### config.mk
export PLATFORM = sky130hd
export DESIGN_NAME = gpa_port
export DESIGN_NICKNAME = d
export VERILOG_FILES = /design/src/hdl/gpa_port.v /design/src/hdl/gpa_sync.v
export VERILOG_INCLUDE_DIRS = /design/src /design/src/hdl
export SDC_FILE = /design/constraint.sdc
export NUM_CORES = 1
export LEC_CHECK = 0
export ABC_AREA = 1
export BUFFER_PORTS_ARGS = -buffer_cell sky130_fd_sc_hd__buf_2
export CORE_MARGIN = 2
export CORE_UTILIZATION = 51
export CTS_CLUSTER_SIZE = 25
export DETAILED_ROUTE_END_ITERATION = 12
export GPL_TIMING_DRIVEN = 0
export PLACE_DENSITY = 0.85
export SYNTH_ARGS = -nofsm -noshare
export SYNTH_HDL_FRONTEND = slang
export SYNTH_HIERARCHICAL = 1
export SYNTH_SLANG_ARGS = --single-unit
### constraint.sdc
create_clock -name core_clk -period 3.85 [get_ports core_clk]
set_input_delay 0.385 -clock core_clk [delete_from_list [all_inputs] [get_ports core_clk]]
set_output_delay 0.385 -clock core_clk [all_outputs]
set_load 0.005 [all_outputs]
### src/hdl/gpa_consts.vh
// Constants for the eight-bit general-purpose port with shared analog and oscillator pins
// Contract
// - Eight pins, each with direction, latch and pin-read bits at one position.
// - Direction one floats the pin; direction zero drives the latch value.
// - Pin-value read returns pin levels; a write there updates the latch.
// - Latch has its own address and reads back the latched value.
// - Pins six and seven follow oscillator mode; when not port, all bits read zero.
// - After reset pins five and three to zero are analog, pin four digital.
// - Analog control bits select analog use of pins three to zero and five.
// - Direction bit still controls the driver while a pin is analog.
// - Analog use disables digital input but leaves latch output untouched.
// - Reference output on pin two disables that pin's latch driver.
// - Pin two digital input is off under analog or reference output.
// - An enabled shared peripheral takes the pin away from general use; the code only blocks digital input on comparator input pins.
// - Comparator outputs on pins four and five override the latch data.
// - Pin six is a port pin only in freeing modes, clock out in clock-out modes, else neither.
// - Pin seven is no port pin in external oscillator modes.
`ifndef GPA_CONSTS_VH
`define GPA_CONSTS_VH

// Register byte offsets
`define GPA_OFS_PIN      8'h00
`define GPA_OFS_DIR      8'h04
`define GPA_OFS_LAT      8'h08
`define GPA_OFS_ANA      8'h0C
`define GPA_OFS_CMP      8'h10
`define GPA_OFS_OSC      8'h14

// Register selector codes
`define GPA_SEL_PIN      3'h0
`define GPA_SEL_DIR      3'h1
`define GPA_SEL_LAT      3'h2
`define GPA_SEL_ANA      3'h3
`define GPA_SEL_CMP      3'h4
`define GPA_SEL_OSC      3'h5
`define GPA_SEL_NONE     3'h7

// Reset values and writable masks
`define GPA_DIR_RST      8'hFF
`define GPA_LAT_RST      8'h00
`define GPA_ANA_RST      8'h2F
`define GPA_ANA_MASK     8'h2F
`define GPA_CMP_RST      8'h00
`define GPA_CMP_MASK     8'h0F
`define GPA_CMP_IN_PINS  8'h0F

// Comparator control fields
`define GPA_CMP_ON       0
`define GPA_CMP_ONE_OUT  1
`define GPA_CMP_TWO_OUT  2
`define GPA_CMP_REF_OUT  3

// Pin positions
`define GPA_PIN_REF      2
`define GPA_PIN_FOUR     4
`define GPA_PIN_FIVE     5
`define GPA_PIN_SIX      6
`define GPA_PIN_SEVEN    7

// Oscillator modes
`define GPA_OSC_XTAL     3'h0
`define GPA_OSC_EXT_CLKO 3'h1
`define GPA_OSC_EXT_IO   3'h2
`define GPA_OSC_INT_CLKO 3'h3
`define GPA_OSC_INT_IO   3'h4

// Bus encodings
`define GPA_HTRANS_NSEQ  2'h2
`define GPA_HSIZE_WORD   3'h2
`define GPA_HRESP_OKAY   1'h0

`endif

### src/hdl/gpa_port.v
// Eight-bit general-purpose port with AHB-Lite register access
`timescale 1ns/1ps
`include "gpa_consts.vh"
module gpa_port (
  // Clock and reset
  input  wire        core_clk,
  input  wire        sys_rst,
  // AHB-Lite slave
  input  wire        hsel,
  input  wire [31:0] haddr,
  input  wire [1:0]  htrans,
  input  wire        hwrite,
  input  wire [2:0]  hsize,
  input  wire [31:0] hwdata,
  input  wire        hready,
  output wire        hreadyout,
  output wire [31:0] hrdata,
  output wire        hresp,
  // Port pins
  input  wire [7:0]  pinIn,
  output wire [7:0]  pinOut,
  output wire [7:0]  pinOeN,
  // Oscillator configuration strap
  input  wire [2:0]  cfgOscMode,
  // Shared peripherals
  input  wire        cmpOneResult,
  input  wire        cmpTwoResult,
  output wire        timerClkIn,
  output wire [7:0]  analogSelect,
  output wire        comparatorsOn,
  output wire        refOutEnable
);

  // Register selector shared by the write and read paths
  function [2:0] regSel;
    input [7:0] addr;
    begin
      case (addr)
        `GPA_OFS_PIN: regSel = `GPA_SEL_PIN;
        `GPA_OFS_DIR: regSel = `GPA_SEL_DIR;
        `GPA_OFS_LAT: regSel = `GPA_SEL_LAT;
        `GPA_OFS_ANA: regSel = `GPA_SEL_ANA;
        `GPA_OFS_CMP: regSel = `GPA_SEL_CMP;
        `GPA_OFS_OSC: regSel = `GPA_SEL_OSC;
        default:      regSel = `GPA_SEL_NONE;
      endcase
    end
  endfunction

  // Use of pins six and seven per oscillator mode: {clock out, six port, seven port}
  function [2:0] oscUse;
    input [2:0] mode;
    begin
      case (mode)
        `GPA_OSC_EXT_CLKO: oscUse = 3'h4;
        `GPA_OSC_EXT_IO:   oscUse = 3'h2;
        `GPA_OSC_INT_CLKO: oscUse = 3'h5;
        `GPA_OSC_INT_IO:   oscUse = 3'h3;
        default:           oscUse = 3'h0;
      endcase
    end
  endfunction

  // Port state
  reg  [7:0]  dir_reg;
  reg  [7:0]  dir_next;
  reg  [7:0]  lat_reg;
  reg  [7:0]  lat_next;
  reg  [7:0]  ana_reg;
  reg  [7:0]  ana_next;
  reg  [7:0]  cmp_reg;
  reg  [7:0]  cmp_next;
  reg  [2:0]  oscMode_reg;
  reg  [1:0]  clkDiv_reg;
  reg  [7:0]  pinOut_reg;
  reg  [7:0]  pinOeN_reg;

  // Bus state
  reg         wrPend_reg;
  reg         rdPend_reg;
  reg  [7:0]  addr_reg;
  reg  [31:0] hrdata_reg;
  reg  [7:0]  rdByte;

  // Per-pin decode
  wire [7:0]  syncPin;
  wire [7:0]  portEn;
  wire [7:0]  digInDis;
  wire [7:0]  pinRead;
  wire [7:0]  pinOutNext;
  wire [7:0]  pinOeNNext;
  wire        addrPhase;
  wire [2:0]  wrSel;
  wire [2:0]  rdSel;
  wire        pinSixClko;
  wire        pinSixPort;
  wire        pinSevenPort;
  wire [2:0]  oscUseBits;
  wire        cmpOn;
  wire        cmpOneOut;
  wire        cmpTwoOut;
  wire        refOut;

  // Strap synchroniser
  reg  [2:0]  oscMeta_reg;
  reg  [2:0]  oscSync_reg;

  gpa_sync u_sync (
    .core_clk (core_clk),
    .sys_rst  (sys_rst),
    .asyncIn  (pinIn),
    .syncOut  (syncPin)
  );

  // Strap is a pin, so it is resynchronised; reset must outlast these two stages
  // No reset here so the strap level is already settled when reset ends
  always @(posedge core_clk) begin
    oscMeta_reg <= cfgOscMode;
    oscSync_reg <= oscMeta_reg;
  end

  // Oscillator mode is caught while reset is held and stays fixed afterwards
  always @(posedge core_clk) begin
    if (sys_rst) begin
      oscMode_reg <= oscSync_reg;
    end
  end

  assign oscUseBits   = oscUse(oscMode_reg);
  assign pinSixClko   = oscUseBits[2];
  assign pinSixPort   = oscUseBits[1];
  assign pinSevenPort = oscUseBits[0];

  // Pins six and seven leave the port when the oscillator claims them
  assign portEn = {pinSevenPort, pinSixPort, 6'h3F};

  // Comparator control fields
  assign cmpOn     = cmp_reg[`GPA_CMP_ON];
  assign cmpOneOut = cmp_reg[`GPA_CMP_ONE_OUT];
  assign cmpTwoOut = cmp_reg[`GPA_CMP_TWO_OUT];
  assign refOut    = cmp_reg[`GPA_CMP_REF_OUT];

  // Digital input is blocked by analog select, comparator inputs and reference output
  assign digInDis = ana_reg |
                    ({8{cmpOn}} & `GPA_CMP_IN_PINS) |
                    {5'h00, refOut, 2'h0};

  assign pinRead = syncPin & portEn & ~digInDis;

  // Instruction-cycle clock is the core clock divided by four
  always @(posedge core_clk) begin
    if (sys_rst) begin
      clkDiv_reg <= 2'h0;
    end else begin
      clkDiv_reg <= clkDiv_reg + 2'h1;
    end
  end

  // Per-pin driver selection; each pin only looks at its own bits
  genvar i;
  generate
    for (i = 0; i < 8; i = i + 1) begin : g_pin
      if (i == `GPA_PIN_SIX) begin : g_six
        // Clock out drives whatever the direction bit says
        assign pinOutNext[i] = pinSixClko ? clkDiv_reg[1] :
                               (lat_reg[i] & pinSixPort);
        assign pinOeNNext[i] = pinSixClko ? 1'b0 :
                               (pinSixPort ? dir_reg[i] : 1'b1);
      end else if (i == `GPA_PIN_SEVEN) begin : g_seven
        assign pinOutNext[i] = lat_reg[i] & pinSevenPort;
        assign pinOeNNext[i] = pinSevenPort ? dir_reg[i] : 1'b1;
      end else if (i == `GPA_PIN_FOUR) begin : g_four
        assign pinOutNext[i] = cmpOneOut ?
                               cmpOneResult : lat_reg[i];
        assign pinOeNNext[i] = dir_reg[i];
      end else if (i == `GPA_PIN_FIVE) begin : g_five
        assign pinOutNext[i] = cmpTwoOut ?
                               cmpTwoResult : lat_reg[i];
        assign pinOeNNext[i] = dir_reg[i];
      end else if (i == `GPA_PIN_REF) begin : g_ref
        assign pinOutNext[i] = lat_reg[i];
        // Reference output wins so the analog level is not fought
        assign pinOeNNext[i] = refOut | dir_reg[i];
      end else begin : g_plain
        // Analog use leaves the driver alone; direction alone decides
        assign pinOutNext[i] = lat_reg[i];
        assign pinOeNNext[i] = dir_reg[i];
      end
    end
  endgenerate

  // Pins are registered so the pads never see decode glitches
  always @(posedge core_clk) begin
    if (sys_rst) begin
      pinOut_reg <= 8'h00;
      pinOeN_reg <= 8'hFF;
    end else begin
      pinOut_reg <= pinOutNext;
      pinOeN_reg <= pinOeNNext;
    end
  end

  // Bus address phase
  assign addrPhase = hsel & (htrans == `GPA_HTRANS_NSEQ) & hready;
  assign wrSel = regSel(addr_reg);
  assign rdSel = regSel(addr_reg);

  always @(posedge core_clk) begin
    if (sys_rst) begin
      wrPend_reg <= 1'b0;
      rdPend_reg <= 1'b0;
      addr_reg   <= 8'h00;
    end else if (addrPhase) begin
      // Only whole-word writes change state
      wrPend_reg <= hwrite & (hsize == `GPA_HSIZE_WORD);
      rdPend_reg <= ~hwrite;
      addr_reg   <= haddr[7:0];
    end else begin
      wrPend_reg <= 1'b0;
      rdPend_reg <= 1'b0;
    end
  end

  // Register writes during the write data phase
  always @* begin
    dir_next = dir_reg;
    lat_next = lat_reg;
    ana_next = ana_reg;
    cmp_next = cmp_reg;
    if (wrPend_reg) begin
      case (wrSel)
        `GPA_SEL_PIN: begin
          lat_next = hwdata[7:0];
        end
        `GPA_SEL_DIR: begin
          dir_next = hwdata[7:0];
        end
        `GPA_SEL_LAT: begin
          lat_next = hwdata[7:0];
        end
        `GPA_SEL_ANA: begin
          ana_next = hwdata[7:0] & `GPA_ANA_MASK;
        end
        `GPA_SEL_CMP: begin
          cmp_next = hwdata[7:0] & `GPA_CMP_MASK;
        end
        default: begin
          dir_next = dir_reg;
        end
      endcase
    end
  end

  always @(posedge core_clk) begin
    if (sys_rst) begin
      dir_reg <= `GPA_DIR_RST;
      lat_reg <= `GPA_LAT_RST;
      ana_reg <= `GPA_ANA_RST;
      cmp_reg <= `GPA_CMP_RST;
    end else begin
      dir_reg <= dir_next;
      lat_reg <= lat_next;
      ana_reg <= ana_next;
      cmp_reg <= cmp_next;
    end
  end

  // Read data; one wait state so a write just before is always seen
  always @* begin
    case (rdSel)
      `GPA_SEL_PIN: rdByte = pinRead;
      `GPA_SEL_DIR: rdByte = dir_reg & portEn;
      `GPA_SEL_LAT: rdByte = lat_reg & portEn;
      `GPA_SEL_ANA: rdByte = ana_reg;
      `GPA_SEL_CMP: rdByte = cmp_reg;
      `GPA_SEL_OSC: rdByte = {5'h00, oscMode_reg};
      default:      rdByte = 8'h00;
    endcase
  end

  always @(posedge core_clk) begin
    if (sys_rst) begin
      hrdata_reg <= 32'h00000000;
    end else if (rdPend_reg) begin
      hrdata_reg <= {24'h000000, rdByte};
    end
  end

  assign hreadyout = ~rdPend_reg;
  assign hrdata    = hrdata_reg;
  assign hresp     = `GPA_HRESP_OKAY;

  // Pin and peripheral outputs
  assign pinOut        = pinOut_reg;
  assign pinOeN        = pinOeN_reg;
  assign timerClkIn    = syncPin[`GPA_PIN_FOUR];
  assign analogSelect  = ana_reg;
  assign comparatorsOn = cmpOn;
  assign refOutEnable  = refOut;

endmodule

### src/hdl/gpa_sync.v
// Two-flop synchroniser for the eight pin inputs
`timescale 1ns/1ps
module gpa_sync (
  // Clock and reset
  input  wire       core_clk,
  input  wire       sys_rst,
  // Data
  input  wire [7:0] asyncIn,
  output wire [7:0] syncOut
);
  reg [7:0] stageOne_reg;
  reg [7:0] stageTwo_reg;

  always @(posedge core_clk) begin
    if (sys_rst) begin
      stageOne_reg <= 8'h00;
      stageTwo_reg <= 8'h00;
    end else begin
      stageOne_reg <= asyncIn;
      stageTwo_reg <= stageOne_reg;
    end
  end

  assign syncOut = stageTwo_reg;
endmodule

# Word level (Yosys, flattened, before mapping)
# Index checks and enable logic that the tools add are counted.
# W data, S select, Z words.
word_totals:
  register_bits: 86
  elab_cells: 68
classes:
  add_sub_neg: 1
  n_eq_ne: 16
  muxes: 8
  bitwise_logic: 17
  n_reduce_logical: 9
op_table:
  columns: ["cell", "n"]
  rows:
  - ["$pmux W8 S6", 1]
  - ["$and A8 B8 Y8", 4]
  - ["$pmux W3 S6", 1]
  - ["$eq A8 B4 Y1 const B", 2]
  - ["$eq A8 B5 Y1 const B", 2]
  - ["$eq A3 B2 Y1 const B", 5]
  - ["$pmux W3 S4", 1]
  - ["$eq A3 B3 Y1 const B", 3]
  - ["$eq A8 B3 Y1 const B", 1]
  - ["$logic_not A8 Y1", 1]
  - ["$not A6 Y8", 1]
  - ["$reduce_and A2 Y1", 4]
  - ["$eq A3 B1 Y1 const B", 2]
  - ["$or A6 B3 Y6", 1]
  - ["$or A6 B4 Y6", 1]
  - ["$reduce_or A2 Y1", 3]
  - ["$and A1 B1 Y1", 5]
  - ["$mux W1", 5]
  - ["$not A1 Y1", 4]
  - ["$logic_not A3 Y1", 1]
  - ["$add A2 B1 Y2 const B", 1]
  - ["$eq A2 B2 Y1 const B", 1]
  - ["$or A1 B1 Y1", 1]

# Longest topological paths before layout
logic_depth:
  word_depth: 5
  depth_mapped: 13
  depth_no_buf: 13

# By module
# The synthesis kept the hierarchy.
modules_own_cells:
  columns: ["mod", "instances", "cells_per_inst", "area_per_inst_um2", "seq_area_each_um2"]
  rows:
  - ["gpa_port", 1, 378, 3050.4, 1431.4]
  - ["gpa_sync", 1, 50, 474.2, 320.3]

# Least setup slack after synthesis
# Ideal clock, no wire load.
synth_timing:
  path_type: "flip-flop to flip-flop"
  start: "register addr_reg[7]"
  end: "register lat_reg[5]"
  setup_ps: 117
  arrival_time_ps: 1775
  required_ps: 3733
  slack_ps: 1957
  stages_incl_launch_ff: 13
  path_buffers: 1
  path_cell_list: "dfxtp_1 > nor2_4 > nand3_1 > nor2_4 > inv_2 > ha_1 > inv_1 > nor2_2 > nor2_8 > nand3_4 > buf_6 > o21ai_1 > a21oi_1"
synth_via:
  elab_chain_cells: 5
  word_cells_on_any_way: 11
synth_rtl:
  columns: ["item", "line", "source"]
  rows:
  - ["from (decl)", "gpa_port.v:81", "reg [7:0] addr_reg;"]
  - ["from (signal assigned)", "gpa_port.v:217", "addr_reg <= haddr[7:0];"]
  - ["$eq A8 B5 Y1 (tied with other cells)", "gpa_port.v:38", "case (addr)"]
  - ["$pmux W3 S6 *", "gpa_port.v:38", null]
  - ["$eq A3 B2 Y1 / $logic_not A3 Y1 (equally long branches)", "gpa_port.v:231", "case (wrSel)"]
  - ["$reduce_or A2 Y1 (no source line) *", null, null]
  - ["$reduce_and A2 Y1 (no source line) *", null, null]
  - ["to (signal assigned)", "gpa_port.v:257", "lat_reg <= `GPA_LAT_RST;"]
  - ["to (signal assigned)", "gpa_port.v:262", "lat_reg <= lat_next;"]
  - ["to (decl)", "gpa_port.v:67", "reg [7:0] lat_reg;"]
# Every way passes the cells marked *; elsewhere a longest branch is shown, timed or not.
# A chain may end at the register's enable or synchronous reset.

# Final worst setup path
layout_timing:
  start: "register addr_reg[7]"
  end: "register cmp_reg[2]"
layout_via:
  elab_chain_cells: 4
  word_cells_on_any_way: 9
layout_rtl:
  columns: ["item", "line", "source"]
  rows:
  - ["$eq A8 B5 Y1 (tied with other cells)", "gpa_port.v:38", null]
  - ["$pmux W3 S6 *", "gpa_port.v:38", null]
  - ["$eq A3 B3 Y1 *", "gpa_port.v:231", null]
  - ["$reduce_and A2 Y1 (no source line) *", null, null]
  - ["to (signal assigned)", "gpa_port.v:259", "cmp_reg <= `GPA_CMP_RST;"]
  - ["to (signal assigned)", "gpa_port.v:264", "cmp_reg <= cmp_next;"]
  - ["to (decl)", "gpa_port.v:71", "reg [7:0] cmp_reg;"]
# Marks and branches as above.

==> out/metrics.yaml <==
run_status: "finished, final reports clean"
cts.repair_timing.setup_buffer_count: 0
rsz0062_at_grt: "false"
cp.required_ns: 4.09
totalNegativeSetupSlack_ns: 0
layout_commonest_cell: "sky130_fd_sc_hd__dfxtp_1"
post_synthesis_async_set_or_reset_flop_share_pct: 0
detailed_place_hpwl_microns: 6080
critical_r2r_capture: "cmp_reg[2]$_SDFFE_PP0P_"
arrival_ns: 2.47
crit_path_start: "addr_reg[7]$_SDFFE_PP0P_"
drv_slew: 0
floorplan.core_area_sq_um: 6760
final_non_filler_cell_area_sq_um: 4290
post_synth_num_cell_types: 36
yosysTopAreaCellShare_pct: 47.1
yosys.area.top_type: "sky130_fd_sc_hd__dfxtp_1"
yosysSeqAreaShare_pct: 49.7
met3_wirelength_microns: 608
worst_setup_path_end_kind: "flop"
cts.sink_count: 86
maxUsedRoutingLayer: "met4"
post_cts_resize_count: 0
floorplan.die_area_sq_um: 7590
synth_enable_flop_cells: 3
m1_wire_length_microns: 3340
standard_cell_row_count: 30
dpl_cell_area_sq_um: 4080
wire_length_of_the_first_global_routing_pass_microns: 12800
worstSetupEndpoint: "cmp_reg[2]$_SDFFE_PP0P_"
syn_area_per_cell_sq_um: 8.24
timing.final.crit_share_pct: 58.0
ys_seq_elements: 86
grt_antenna_before_repair: 0
r2r.worst_path.cells: 11
drive_above_1_share_pct: 28.4
layout-area-overhead-vs-synth_pct: 21.7
dr.pass1.iters: 5
fin_worst_skew_ns: 0.00776
clockRootBuffer: "sky130_fd_sc_hd__clkbuf_8"
port-buffer-count: 71
gp_routability_congestion: 0.923
max_clock_freq_ghz: 0.448
p_per_area_nw_per_um2: 406
ant_nets_after_route: 0
final-setup-viol-count: 0
leakagePower_nw: 2.06
clk_pin_slew_ns: 0.08
die_h_microns: 87.1
post_cts_hold_buffer_count: 0
cts_max_path_buffers: 2
reg2reg_slack_ns: 1.62
final_period_minus_worst_setup_slack_ns: 2.23
routedWlPerCell_microns: 12.9
drt_drc_violations_left: 0
overflow: 0
route.vias.total: 3003
most-common-layout-cells: "83 x sky130_fd_sc_hd__dfxtp_1, 71 x sky130_fd_sc_hd__buf_2, 61 x sky130_fd_sc_hd__nand2_1"
vdd_ir_drop_max_mv: 0.338
grt_pass1_vias: 2734
worst_hold_path_type: "input port to flop"
ioPinCount: 148
routed_wl_microns: 8040
tritoncts: "done"
hold_viol_final: 0
r2r_start: "addr_reg[7]$_SDFFE_PP0P_"
grt_usage_pct: 22.0
ys_dominant_reg_cell: "sky130_fd_sc_hd__dfxtp_1"
finalNetCount: 625
synthesis.instances: 428
worstMarginPinSlew_ns: 0.630
number_of_clock_buffers_inserted_by_tritoncts: 9
critPathKind: "flop to flop"
hold-worst-slack_ns: 0.132
grt_max_degree: 15
dr.first_iter.drc_count: 187
yosys_warnings: 6
htreeDepth: 3
diodes: 0
die_boundary_width_microns: 87.1
met2WireLength_microns: 3960
critical_path_peak_fanout: 8
synth.cell_area_sq_um: 3520
cap_viol_max_count: 0
worst_skew_pair_later_pin_latency_ns: 0.35
max_slew_margin_pct: 58.0
netlist_top_cells_area: "sky130_fd_sc_hd__dfxtp_1 47%, sky130_fd_sc_hd__nand2_1 6.5%, sky130_fd_sc_hd__buf_4 6.4%"
floorplan.initialDensity_pct: 52.2
fillCellCount: 600
avgViaCountPerCell: 4.83
start_kind: "flop"
-- kinds of logic after synthesis --
family / count (synthesis) / share of synthesized area, %
other cells: 1 / 0.106
xor+xnor: 1 / 0.249
flops: 86 / 49.7
compound gates: 69 / 11.3
simple gates: 172 / 23.9
buf+inv: 98 / 14.4
fa+ha+maj: 1 / 0.355
-- per-layer routing --
metal / GRT usage [%] / vias up
li1: - / 1528
met1: 26.8 / 1340
met2: 38.1 / 125
met3: 4.64 / 10
met4: 8.25 / 0
met5: 0 / -
-- layout make-up --
type                            count  area, sq um  area share (%)
Clock inverter                      4         53.8            1.25
Sequential cell                    86         1750            40.8
Timing Repair Buffer               71          355            8.28
Buffer                             39          285            6.65
Multi-Input combinational cell    271         1370            31.9
Clock buffer                       12          155            3.62
Tap cell                           80          100            2.33
Inverter                           59          221            5.16
-- worst min path at each step --
stage	start	endpoint	slack (ns)	depth (start not counted)
finish	cfgOscMode[1]	oscMeta_reg[1]$_DFF_P_	0.13	1
global route	cfgOscMode[2]	oscMeta_reg[2]$_DFF_P_	0.12	1
CTS	cfgOscMode[1]	oscMeta_reg[1]$_DFF_P_	0.13	1
detailed placement	oscMeta_reg[0]$_DFF_P_	oscSync_reg[0]$_DFF_P_	0.31	0
global placement	oscMeta_reg[1]$_DFF_P_	oscSync_reg[1]$_DFF_P_	0.31	0
floorplan	oscMeta_reg[0]$_DFF_P_	oscSync_reg[0]$_DFF_P_	0.31	0
-- cell usage after synthesis, types with 2 or more instances --
cell type	instances
sky130_fd_sc_hd__a21oi_1	25
sky130_fd_sc_hd__nand2_4	2
sky130_fd_sc_hd__or2_2	2
sky130_fd_sc_hd__nand3_1	29
sky130_fd_sc_hd__o21ai_0	22
sky130_fd_sc_hd__o221ai_1	2
sky130_fd_sc_hd__inv_2	7
sky130_fd_sc_hd__buf_4	30
sky130_fd_sc_hd__nand4_1	8
sky130_fd_sc_hd__edfxtp_1	3
sky130_fd_sc_hd__buf_6	2
sky130_fd_sc_hd__nor2_4	3
sky130_fd_sc_hd__nor3_1	4
sky130_fd_sc_hd__nand2_2	4
sky130_fd_sc_hd__inv_1	52
sky130_fd_sc_hd__nor2_1	43
sky130_fd_sc_hd__dfxtp_1	83
sky130_fd_sc_hd__o211ai_1	8
sky130_fd_sc_hd__nand2_1	61
sky130_fd_sc_hd__nor2_2	9
sky130_fd_sc_hd__o21bai_1	2
sky130_fd_sc_hd__clkbuf_1	6
sky130_fd_sc_hd__o21ai_1	6
sky130_fd_sc_hd__o22ai_1	2
sky130_fd_sc_hd__nor3_2	2
-- report_power, final --
| group | internal, mW | switching [mW] |
|---|---|---|
| Combinational | 0.0676 | 0.0977 |
| Clock | 0.338 | 0.314 |
| Sequential | 0.913 | 0.0105 |
| Total | 1.32 | 0.422 |
-- critical path, cell delays in order, from the launching register on --
cell,delay (ns)
sky130_fd_sc_hd__dfxtp_1,0.34
sky130_fd_sc_hd__nor2_4,0.13
sky130_fd_sc_hd__nand3_1,0.19
sky130_fd_sc_hd__nor2_4,0.21
sky130_fd_sc_hd__inv_2,0.12
sky130_fd_sc_hd__ha_1,0.26
sky130_fd_sc_hd__o21ai_4,0.10
sky130_fd_sc_hd__nand2_2,0.10
sky130_fd_sc_hd__nor3_2,0.25
sky130_fd_sc_hd__nand2_2,0.18
sky130_fd_sc_hd__o21ai_0,0.19
sky130_fd_sc_hd__a21oi_1,0.06
-- through the flow --
stage / worst slack, ns / std cells / util [%] / total power, mW
2_1_floorplan: 1.96 / 455 / - / 1.06
3_3_place_gp: 1.67 / 606 / 60.4 / 1.10
3_5_place_dp: 1.63 / 606 / 60.4 / 1.11
4_1_cts: 1.61 / 622 / 63.5 / 1.75
5_1_grt: 1.44 / 622 / 63.5 / 1.81
6_report: 1.62 / 622 / 63.5 / 1.74
No activity file was read; power rests on OpenSTA's default activity.
